### config.mk
export PLATFORM = sky130hd
export DESIGN_NAME = sbs_status_top
export DESIGN_NICKNAME = d
export VERILOG_FILES = /design/src/logic/sbs_pkg.sv /design/src/logic/sbs_mask_sum.sv /design/src/logic/sbs_rise_det.sv /design/src/logic/sbs_status_top.sv
export SDC_FILE = /design/constraint.sdc
export NUM_CORES = 1
export LEC_CHECK = 0
export ABC_AREA = 1
export CAP_MARGIN = 20
export CORE_MARGIN = 2
export CORE_UTILIZATION = 56
export CTS_BUF_LIST = sky130_fd_sc_hd__clkbuf_16
export CTS_CLUSTER_DIAMETER = 150
export DETAILED_ROUTE_END_ITERATION = 10
export DONT_BUFFER_PORTS = 1
export PLACE_DENSITY_LB_ADDON = 0.15
export REMOVE_ABC_BUFFERS = 1
export SLEW_MARGIN = 20
export SYNTH_ARGS = -nofsm -noshare
export SYNTH_HDL_FRONTEND = slang
export SYNTH_SLANG_ARGS = --single-unit
### constraint.sdc
create_clock -name sys_clk_in -period 1.16 [get_ports sys_clk_in]
set_clock_uncertainty 0.1 [all_clocks]
set_input_delay 0.29 -clock sys_clk_in [delete_from_list [all_inputs] [get_ports sys_clk_in]]
set_output_delay 0.29 -clock sys_clk_in [all_outputs]
set_load 0.01 [all_outputs]
### src/logic/sbs_pkg.sv
package sbs_pkg;

   // Status byte geometry
   localparam int          SBS_W         = 8;
   localparam int          BIT_ERRQ      = 2;
   localparam int          BIT_QUES      = 3;
   localparam int          BIT_MSG_AVAIL = 4;
   localparam int          BIT_EVT_SUM   = 5;
   localparam int          BIT_MASTER    = 6;
   localparam int          BIT_OPER      = 7;
   localparam logic [7:0]  UNUSED_MASK   = 8'h03;
   localparam logic [7:0]  MASTER_MASK   = 8'h40;
   localparam logic [7:0]  NO_MASTER_MASK = 8'hBF;
   localparam logic [7:0]  ALL_MASK      = 8'hFF;
   localparam logic [7:0]  ZERO_BYTE     = 8'h00;

   // Mask reset values
   localparam logic [7:0]  SRQ_MASK_RESET  = 8'h00;
   localparam logic [7:0]  POLL_MASK_RESET = 8'h00;

   // Command codes on the command port
   typedef enum logic [2:0] {
      CMD_BYTE_QUERY = 3'h0,
      CMD_SRQM_WRITE = 3'h1,
      CMD_SRQM_QUERY = 3'h2,
      CMD_PRE_WRITE = 3'h3,
      CMD_PRE_QUERY = 3'h4,
      CMD_IST_QUERY = 3'h5
   } sbs_cmd_e;

   // Top-level state
   typedef struct packed {
      logic [7:0] status_byte;
      logic [7:0] srq_mask;
      logic [7:0] poll_mask;
      logic       srq;
      logic       ist;
      logic       rsp_valid;
      logic [7:0] rsp_data;
      logic       rsp_poll;
   } sbs_state_s;

endpackage

### src/logic/sbs_mask_sum.sv
`timescale 1ns/1ns
module sbs_mask_sum
   import sbs_pkg::*;
#(
   parameter int          W    = SBS_W,
   parameter logic [7:0]  KEEP = ALL_MASK
) (
   // Byte and mask
   input  wire logic [W-1:0] byte_in,
   input  wire logic [W-1:0] mask_in,
   // Summary
   output logic              sum_out
);

   // KEEP drops positions that must not take part in the sum
   assign sum_out = |(byte_in & mask_in & KEEP[W-1:0]);

endmodule

### src/logic/sbs_rise_det.sv
`timescale 1ns/1ns
module sbs_rise_det
   import sbs_pkg::*;
#(
   parameter int W = SBS_W
) (
   // Clock and reset
   input  wire logic         sys_clk_in,
   input  wire logic         reset_in,
   // Watched byte and mask
   input  wire logic [W-1:0] byte_in,
   input  wire logic [W-1:0] mask_in,
   // Masked 0 to 1 transition, combinational
   output logic              rise_out
);

   typedef struct packed {
      logic [W-1:0] prev;
   } sbs_rise_s;

   sbs_rise_s cur_ff;
   sbs_rise_s nxt_cur;

   always_comb begin
      nxt_cur      = cur_ff;
      nxt_cur.prev = byte_in;
   end

   always_ff @(posedge sys_clk_in or posedge reset_in) begin
      if (reset_in) begin
         cur_ff <= '0;
      end else begin
         cur_ff <= nxt_cur;
      end
   end

   // Mask bit 6 never starts a request
   assign rise_out = |(byte_in & ~cur_ff.prev & mask_in
                       & NO_MASTER_MASK[W-1:0]);

endmodule

### src/logic/sbs_status_top.sv
`timescale 1ns/1ns
// Contract
// - Bit 6 summarises the other byte bits
// - Whole byte on query and serial poll
// - Each bit has mask bit, 6 ignored
// - Masked 0-to-1 transition raises service request
// - Service mask written and read back
// - Bit 2 set while error queue nonempty
// - Every new error entry requests service if mask bit 2 set
// - Bit 3 from questionable enabled events
// - Bit 4 while output message available
// - Bit 5 from enabled event status bits
// - Bit 6 set when masked bit set
// - Bit 7 from operation enabled events
// - Individual flag on parallel poll, query
// - Individual flag is OR of masked bits
// - Parallel poll mask written and read back
module sbs_status_top
   import sbs_pkg::*;
(
   // Clock and reset
   input  wire logic       sys_clk_in,
   input  wire logic       reset_in,
   // Summary sources from lower status logic
   input  wire logic       err_nonempty_in,
   input  wire logic       err_entry_in,
   input  wire logic       ques_sum_in,
   input  wire logic       message_available_flag_in,
   input  wire logic       event_summary_flag_in,
   input  wire logic       oper_sum_in,
   // Command port from the bus parser
   input  wire logic       cmd_valid_in,
   input  wire logic [2:0] cmd_code_in,
   input  wire logic [7:0] cmd_data_in,
   // Serial poll request
   input  wire logic       serial_poll_in,
   // Answers
   output logic            rsp_valid_out,
   output logic [7:0]      rsp_data_out,
   output logic            rsp_poll_out,
   // Bus status lines
   output logic            srq_out,
   output logic            ist_out,
   output logic [7:0]      summary_status_byte_out
);

   sbs_state_s cur_ff;
   sbs_state_s nxt_cur;

   logic [7:0] base_byte;
   logic [7:0] full_byte;
   logic [7:0] nxt_srq_mask;
   logic [7:0] nxt_poll_mask;
   logic       master_summary_flag;
   logic       ist_sum;
   logic       rise;
   logic       cmd_take;
   sbs_cmd_e   cmd_code;

   assign cmd_code = sbs_cmd_e'(cmd_code_in);
   // Serial poll has priority; a command in the same cycle is dropped
   assign cmd_take = cmd_valid_in & ~serial_poll_in;

   // Byte without the summary bit; bits 0 and 1 stay zero
   always_comb begin
      base_byte           = ZERO_BYTE;
      base_byte[BIT_ERRQ] = err_nonempty_in;
      base_byte[BIT_QUES] = ques_sum_in;
      base_byte[BIT_MSG_AVAIL] = message_available_flag_in;
      base_byte[BIT_EVT_SUM]   = event_summary_flag_in;
      base_byte[BIT_OPER] = oper_sum_in;
   end

   // Mask writes take effect on the byte of the same edge
   always_comb begin
      nxt_srq_mask  = cur_ff.srq_mask;
      nxt_poll_mask = cur_ff.poll_mask;
      if (cmd_take && cmd_code == CMD_SRQM_WRITE) begin
         nxt_srq_mask = cmd_data_in;
      end
      if (cmd_take && cmd_code == CMD_PRE_WRITE) begin
         nxt_poll_mask = cmd_data_in;
      end
   end

   sbs_mask_sum #(
      .W    (SBS_W),
      .KEEP (NO_MASTER_MASK)
   ) u_master (
      .byte_in (base_byte),
      .mask_in (nxt_srq_mask),
      .sum_out (master_summary_flag)
   );

   always_comb begin
      full_byte             = base_byte;
      full_byte[BIT_MASTER] = master_summary_flag;
   end

   // Bit 6 takes part in the individual flag
   sbs_mask_sum #(
      .W    (SBS_W),
      .KEEP (ALL_MASK)
   ) u_ist (
      .byte_in (full_byte),
      .mask_in (nxt_poll_mask),
      .sum_out (ist_sum)
   );

   sbs_rise_det #(
      .W (SBS_W)
   ) u_rise (
      .sys_clk_in (sys_clk_in),
      .reset_in   (reset_in),
      .byte_in    (base_byte),
      .mask_in    (nxt_srq_mask),
      .rise_out   (rise)
   );

   always_comb begin
      nxt_cur           = cur_ff;
      nxt_cur.status_byte = full_byte;
      nxt_cur.srq_mask    = nxt_srq_mask;
      nxt_cur.poll_mask   = nxt_poll_mask;
      nxt_cur.ist       = ist_sum;
      nxt_cur.rsp_valid = 1'b0;
      nxt_cur.rsp_poll  = 1'b0;
      // Request holds until polled or no enabled bit remains
      if (serial_poll_in || !master_summary_flag) begin
         nxt_cur.srq = 1'b0;
      end
      // Set wins over the poll clear in the same cycle
      if (rise) begin
         nxt_cur.srq = 1'b1;
      end
      // A new entry requests again even while bit 2 is already high
      if (err_entry_in && nxt_srq_mask[BIT_ERRQ]) begin
         nxt_cur.srq = 1'b1;
      end
      if (serial_poll_in) begin
         nxt_cur.rsp_valid = 1'b1;
         nxt_cur.rsp_poll  = 1'b1;
         nxt_cur.rsp_data  = cur_ff.status_byte;
      end else if (cmd_take) begin
         unique case (cmd_code)
            CMD_BYTE_QUERY: begin
               nxt_cur.rsp_valid = 1'b1;
               nxt_cur.rsp_data  = cur_ff.status_byte;
            end
            CMD_SRQM_QUERY: begin
               nxt_cur.rsp_valid = 1'b1;
               nxt_cur.rsp_data  = cur_ff.srq_mask;
            end
            CMD_PRE_QUERY: begin
               nxt_cur.rsp_valid = 1'b1;
               nxt_cur.rsp_data  = cur_ff.poll_mask;
            end
            CMD_IST_QUERY: begin
               nxt_cur.rsp_valid = 1'b1;
               nxt_cur.rsp_data  = {7'h00, cur_ff.ist};
            end
            CMD_SRQM_WRITE, CMD_PRE_WRITE: begin
               nxt_cur.rsp_valid = 1'b0;
            end
            // Unknown codes are ignored without an answer
            default: begin
               nxt_cur.rsp_valid = 1'b0;
            end
         endcase
      end
   end

   always_ff @(posedge sys_clk_in or posedge reset_in) begin
      if (reset_in) begin
         cur_ff           <= '0;
         cur_ff.srq_mask  <= SRQ_MASK_RESET;
         cur_ff.poll_mask <= POLL_MASK_RESET;
      end else begin
         cur_ff <= nxt_cur;
      end
   end

   assign rsp_valid_out           = cur_ff.rsp_valid;
   assign rsp_data_out            = cur_ff.rsp_data;
   assign rsp_poll_out            = cur_ff.rsp_poll;
   assign srq_out                 = cur_ff.srq;
   assign ist_out                 = cur_ff.ist;
   assign summary_status_byte_out = cur_ff.status_byte;
endmodule
Word level (Yosys, flattened, before mapping)
Index checks and enable logic that the tools add are counted.

cells by class
  eq/ne operators = 5
  muxes and demuxes = 10
  bitwise logic cells = 7
  reduce and logical (&&, ||, !) cells = 14

operators with widths
  operator                                                          number
  8-bit AND                                                         4
  8-bit one-hot mux with 4 select lines                             1
  9-bit 2-to-1 mux                                                  2
  8-bit 2-to-1 mux                                                  2
  7-bit OR reduction                                                2
  8-bit NOT                                                         1
  8-bit OR reduction                                                1
  3-bit by 2-bit == test with 1-bit output (second input constant)  2
  3-bit == test (second input constant)                             2
  1-bit 2-to-1 mux                                                  5
  5-bit nonzero test                                                1
  4-bit OR reduction                                                1
  3-bit by 1-bit == test with 1-bit output (second input constant)  1
  1-bit logical AND                                                 3
  3-bit zero test                                                   1
  3-bit nonzero test                                                1
  2-bit AND reduction                                               1
  2-bit nonzero test                                                1
  1-bit AND                                                         1
  1-bit zero test                                                   1
  1-bit logical OR                                                  1
  1-bit NOT                                                         1

word-level totals
  register bits after elaboration = 39
  input port bits = 21
  output and inout bits = 20
  word-level logic and storage cells = 45

Logic depth before layout (Yosys ltp)
  depth in word-level cells = 11
  mapped depth = 11
  depth with buffers taken out = 10

Modules after synthesis
From an unflattened synthesis, not the netlist that was laid out.

unflattened totals
  cells, all modules = 251
  area total of the unflattened synthesis = 1994.4 sq um

by module, submodules not included
  module                    times used  cells an instance  area each (sq um)  seq. area each (sq um)
  sbs_status_top            1           194                1614.0             850.8
  sbs_rise_det              1           28                 271.5              175.2
  sbs_mask_sum at u_ist     1           15                 56.3               0.0
  sbs_mask_sum at u_master  1           14                 52.6               0.0

Least setup slack after synthesis
No wires, ideal clock.

  path type = input to register
  from = in cmd_valid_in
  to = reg cur_ff (netlist bit summary_status_byte_out[6])
  library setup time = 0.124 ns
  arrival = 1.154 ns
  data required time = 0.936 ns
  path slack = -0.219 ns
  stages = 7
  path buffers = 1
  cells stage by stage = inv_1 nor2_4 buf_4 nand3_1 nand3_1 nand2_1 or2_1

between the ends
  cells in the longest elaborated chain, start to end = 5

RTL lines
  item                           RTL line               source
  start: declaration             sbs_status_top.sv:32   input wire logic cmd_valid_in,
  1-bit AND                      sbs_status_top.sv:62   assign cmd_take = cmd_valid_in & ~serial_poll_in;
  1-bit logical AND              sbs_status_top.sv:78   if (cmd_take && cmd_code == CMD_SRQM_WRITE) begin
  8-bit 2-to-1 mux               sbs_status_top.sv:78
  8-bit AND                      sbs_mask_sum.sv:16     assign sum_out = |(byte_in & mask_in & KEEP[W-1:0]);
  7-bit OR reduction             sbs_mask_sum.sv:16
  named net master_summary_flag  sbs_status_top.sv:54   logic master_summary_flag;
  end signal: assignment         sbs_status_top.sv:179  cur_ff <= nxt_cur;
  end: declaration               sbs_status_top.sv:47   sbs_state_s cur_ff;

The timed path passes the listed nets, and every way through them passes these cells.
A chain may end at the register's enable or synchronous reset.

Final worst setup path
  from = reg cur_ff (netlist bit ist_out)
  to = reg cur_ff (netlist bit rsp_data_out[0])

between the ends
  cells in the longest elaborated chain, start to end = 3

RTL lines
  item                                   RTL line               source
  8-bit one-hot mux with 4 select lines  sbs_status_top.sv:145  unique case (cmd_code)
  9-bit 2-to-1 mux                       sbs_status_top.sv:144  end else if (cmd_take) begin
  9-bit 2-to-1 mux                       sbs_status_top.sv:140  if (serial_poll_in) begin

Every way passes these cells. The select of a mux whose other input is x is not followed.

==> metrics.log <==
INFO  metric cp.required = 1.23 ns
INFO  metric failing_checks = setup timing
INFO  metric crit_path_start = ist_out
INFO  metric routed_wire_length_per_instance = 15.9 µm
INFO  metric seq_area_frac_synth = 45.5%
INFO  metric total_switching_power = 985 µW
INFO  metric post-synth-top-area-fraction = 45.5%
INFO  metric dieArea = 3820 µm²
INFO  metric final_net_count = 277
INFO  metric report.final.setup_viol = 8
INFO  metric die-height = 61.8 µm
INFO  metric drt-initial-drc-count = 135
INFO  metric final_util = 77.5%
INFO  metric fmaxAchievable = 0.827 GHz
INFO  metric path_max_fanout = 2
INFO  metric synth_area_leader_cell = sky130_fd_sc_hd__dfrtp_1
INFO  metric final_layout_size_suffix_gt1_share = 32.0%
INFO  metric die_x = 61.8 µm
INFO  metric synth_most_common_cell = sky130_fd_sc_hd__nand2_1
INFO  metric syn_avg_cell_area = 8.20 µm²
INFO  metric report.final.hold_viol_count = 0
INFO  metric final_critical_path_setup_slack = -0.0498 ns
INFO  metric drt_wl_total = 4.76 mm
INFO  metric ys_async_sr_fraction = 100%
INFO  metric grt_max_degree = 35
INFO  metric ys_types = 30
INFO  metric final.period_utilization = 104%
INFO  metric core_area = 3100 µm²
INFO  metric max_cap_violations = 0
INFO  metric floorplan.rows = 20
INFO  metric area_delta_synth_final = 28.6%
INFO  metric initial_core_util = 60.2%
INFO  metric insertedDiodeCount = 0
INFO  metric p_leak = 1.19 nW
INFO  metric worstPathArrival = 1.28 ns
INFO  metric detail_route.drc_violations = 0
INFO  metric synth_enable_flop_cells = 0
INFO  metric route.vias.total = 1642
INFO  metric place_congestion = 0.850
INFO  metric design_area = 2400 µm²
INFO  metric avgViaCountPerCell = 5.47
INFO  metric finalHoldWorstSlack = 0.0485 ns
INFO  metric p_clk_share = 35.5%
INFO  metric design_power_total = 3.44 mW
INFO  metric htree_levels = 2
INFO  metric worstRegToRegCells = 3
INFO  metric post_place_setup_slack = -0.358 ns
INFO  metric first_global_vias = 1551
INFO  metric number_of_placed_i_o_pins = 41
INFO  metric port_buffers = 0
INFO  metric min_period = 1.21 ns
INFO  metric reg2reg_from = ist_out
INFO  metric yosys_register_bits = 34
INFO  metric post_synth_inst_count = 228
INFO  metric post_synth_instance_area = 1870 µm²
INFO  metric pwr_cell_area = 1430 nW/µm²
INFO  metric setup.worst_path.class = register to register
INFO  metric cts.sinks = 34
INFO  metric rr_endpoint = rsp_data_out[0]
INFO  metric antenna_found_initial = 0
INFO  metric insertion_delay = 0.28 ns
INFO  metric place_hpwl = 3.20 mm
INFO  metric grt_setup_unrepaired = yes
INFO  metric drt_first_pass_iters = 4
INFO  metric min-delay-start = serial_poll_in
INFO  metric vdd_ir_drop_max = 0.000906 V
INFO  metric synth_warnings = 0
INFO  metric hold_path_end = rsp_data_out[6]
INFO  metric clk_pin_slew_worst_paths = 0.05 ns
INFO  metric worst_setup_path_start_kind = register
INFO  metric seq_power_share = 42.9%
INFO  metric yosys_most_used_dff = sky130_fd_sc_hd__dfrtp_1
INFO  metric hold_path_depth = 2
INFO  metric status = finished with violations
INFO  metric synth_area_leaders = sky130_fd_sc_hd__dfrtp_1 (46%), sky130_fd_sc_hd__nand2_1 (8.6%), sky130_fd_sc_hd__nand3_1 (7.8%)
INFO  metric hold_class = primary input to register
INFO  metric gr-total-overflow = 0
INFO  metric tritoncts.num_buffers = 5
INFO  metric cts-root-to-sink-buffers = 2
INFO  metric endpoint_kind = register
INFO  metric gr-usage-all-layers = 26.3%
INFO  metric power_report.internal_total = 2.45 mW
INFO  metric power.share.switching = 28.7%
INFO  metric route.antenna.remaining_nets = 0
INFO  metric clock-root-buffer = sky130_fd_sc_hd__clkbuf_16
INFO  metric placed_cell_area = 1990 µm²
INFO  metric reg2reg_slack = -0.05 ns
INFO  metric tritoncts = done
INFO  metric wire_length_of_the_first_global_routing_pass = 7.08 mm
INFO  metric final-max-slew-violation-count = 0
INFO  metric synth_commonest_cells = sky130_fd_sc_hd__nand2_1 (43), sky130_fd_sc_hd__dfrtp_1 (34), sky130_fd_sc_hd__inv_1 (32), sky130_fd_sc_hd__nand3_1 (29), sky130_fd_sc_hd__buf_4 (17)
INFO  metric comb_power_share = 21.6%
## cells by family after synthesis
family / count (synthesis) / synth area share, %
simple gates: 105 / 27.5
buf+inv: 56 / 15.5
flops: 34 / 45.5
compound gates: 31 / 10.7
mux: 1 / 0.602
other cells: 1 / 0.201
## final cells by class
| class | count | area (µm²) |
|---|---|---|
| clock inverters | 2 | 7.51 |
| multi-input cells | 139 | 851 |
| repair buffers | 39 | 362 |
| well taps | 44 | 55.1 |
| flip-flops and latches | 34 | 851 |
| fillers | 232 | 698 |
| clock buffers | 5 | 125 |
| inverters | 37 | 154 |
## registers in the layout, indices dropped and copies added, names as in the netlist
signal	flops
cur_ff	16
rsp_valid_out	1
u_rise.cur_ff	5
rsp_poll_out	1
summary_status_byte_out	1
srq_out	1
ist_out	1
rsp_data_out	8
## worst max path at each step
stage,cells past startpoint,slack (ns),end
after detailed placement,7,-0.36,summary_status_byte_out[6]
after global routing,8,-0.08,srq_out
final,3,-0.05,rsp_data_out[0]
after global placement,7,-0.35,summary_status_byte_out[6]
after CTS,1,-0.05,ist_out
after floorplan,9,-0.30,srq_out
## placed cells by master, fill, tap and decap left out, types with 2 or more instances in the layout
cell                            count
sky130_fd_sc_hd__o21ai_2            2
sky130_fd_sc_hd__o22ai_1            4
sky130_fd_sc_hd__nand2_2            5
sky130_fd_sc_hd__o21ai_1            8
sky130_fd_sc_hd__nor2_1            10
sky130_fd_sc_hd__buf_4             24
sky130_fd_sc_hd__nand2_1           38
sky130_fd_sc_hd__nand3_2           10
sky130_fd_sc_hd__o21ai_0            6
sky130_fd_sc_hd__buf_6              5
sky130_fd_sc_hd__nand3_1           18
sky130_fd_sc_hd__dfrtp_1           34
sky130_fd_sc_hd__a21oi_1            2
sky130_fd_sc_hd__o211ai_1           4
sky130_fd_sc_hd__clkbuf_16          5
sky130_fd_sc_hd__nand3_4            2
sky130_fd_sc_hd__nor2_2             3
sky130_fd_sc_hd__inv_2              7
sky130_fd_sc_hd__conb_1             2
sky130_fd_sc_hd__and2_1             6
sky130_fd_sc_hd__inv_1             29
sky130_fd_sc_hd__dlygate4sd3_1      7
sky130_fd_sc_hd__o21bai_1           2
sky130_fd_sc_hd__buf_12             2
sky130_fd_sc_hd__nor2_4             4
sky130_fd_sc_hd__nand2_4            5
## per-stage QoR
stage / TNS (ns) / std cells
final: -0.187 / 300
after global routing: -0.495 / 300
after CTS: -0.126 / 298
after detailed placement: -3.39 / 279
after global placement: -2.72 / 279
after floorplan: -2.22 / 210
## power groups by stage
stage | Sequential, mW | Combinational (mW) | Clock, mW
global placement | 1.48 | 0.589 | 0
CTS | 1.47 | 0.682 | 1.23
floorplan | 1.46 | 0.413 | 0
global route | 1.49 | 0.818 | 1.29
finish | 1.47 | 0.743 | 1.22
detailed placement | 1.49 | 0.613 | 0
## critical path, cell delays in order (launching register included)
cell                      delay, ns
sky130_fd_sc_hd__dfrtp_1       0.41
sky130_fd_sc_hd__o21ai_1       0.20
sky130_fd_sc_hd__o21ai_0       0.16
sky130_fd_sc_hd__a22o_1        0.23
## layer usage
layer,up-vias,wire length [µm],track usage (%)
met5,-,0,0
met4,0,129,10.6
met3,16,319,7.45
met2,75,2380,41.5
met1,793,1930,34.4
li1,758,-,-
## what timing repair did
action / CTS / global route
endpoints found under the hold margin: 40 / 0
resized for setup: 22 / 24
hold buffers: 7 / 0
setup buffers: 5 / 2
pin swaps: 6 / 14
endpoints found under the setup margin: 8 / 15
Note: power is estimated with default switching activity, not from simulation.
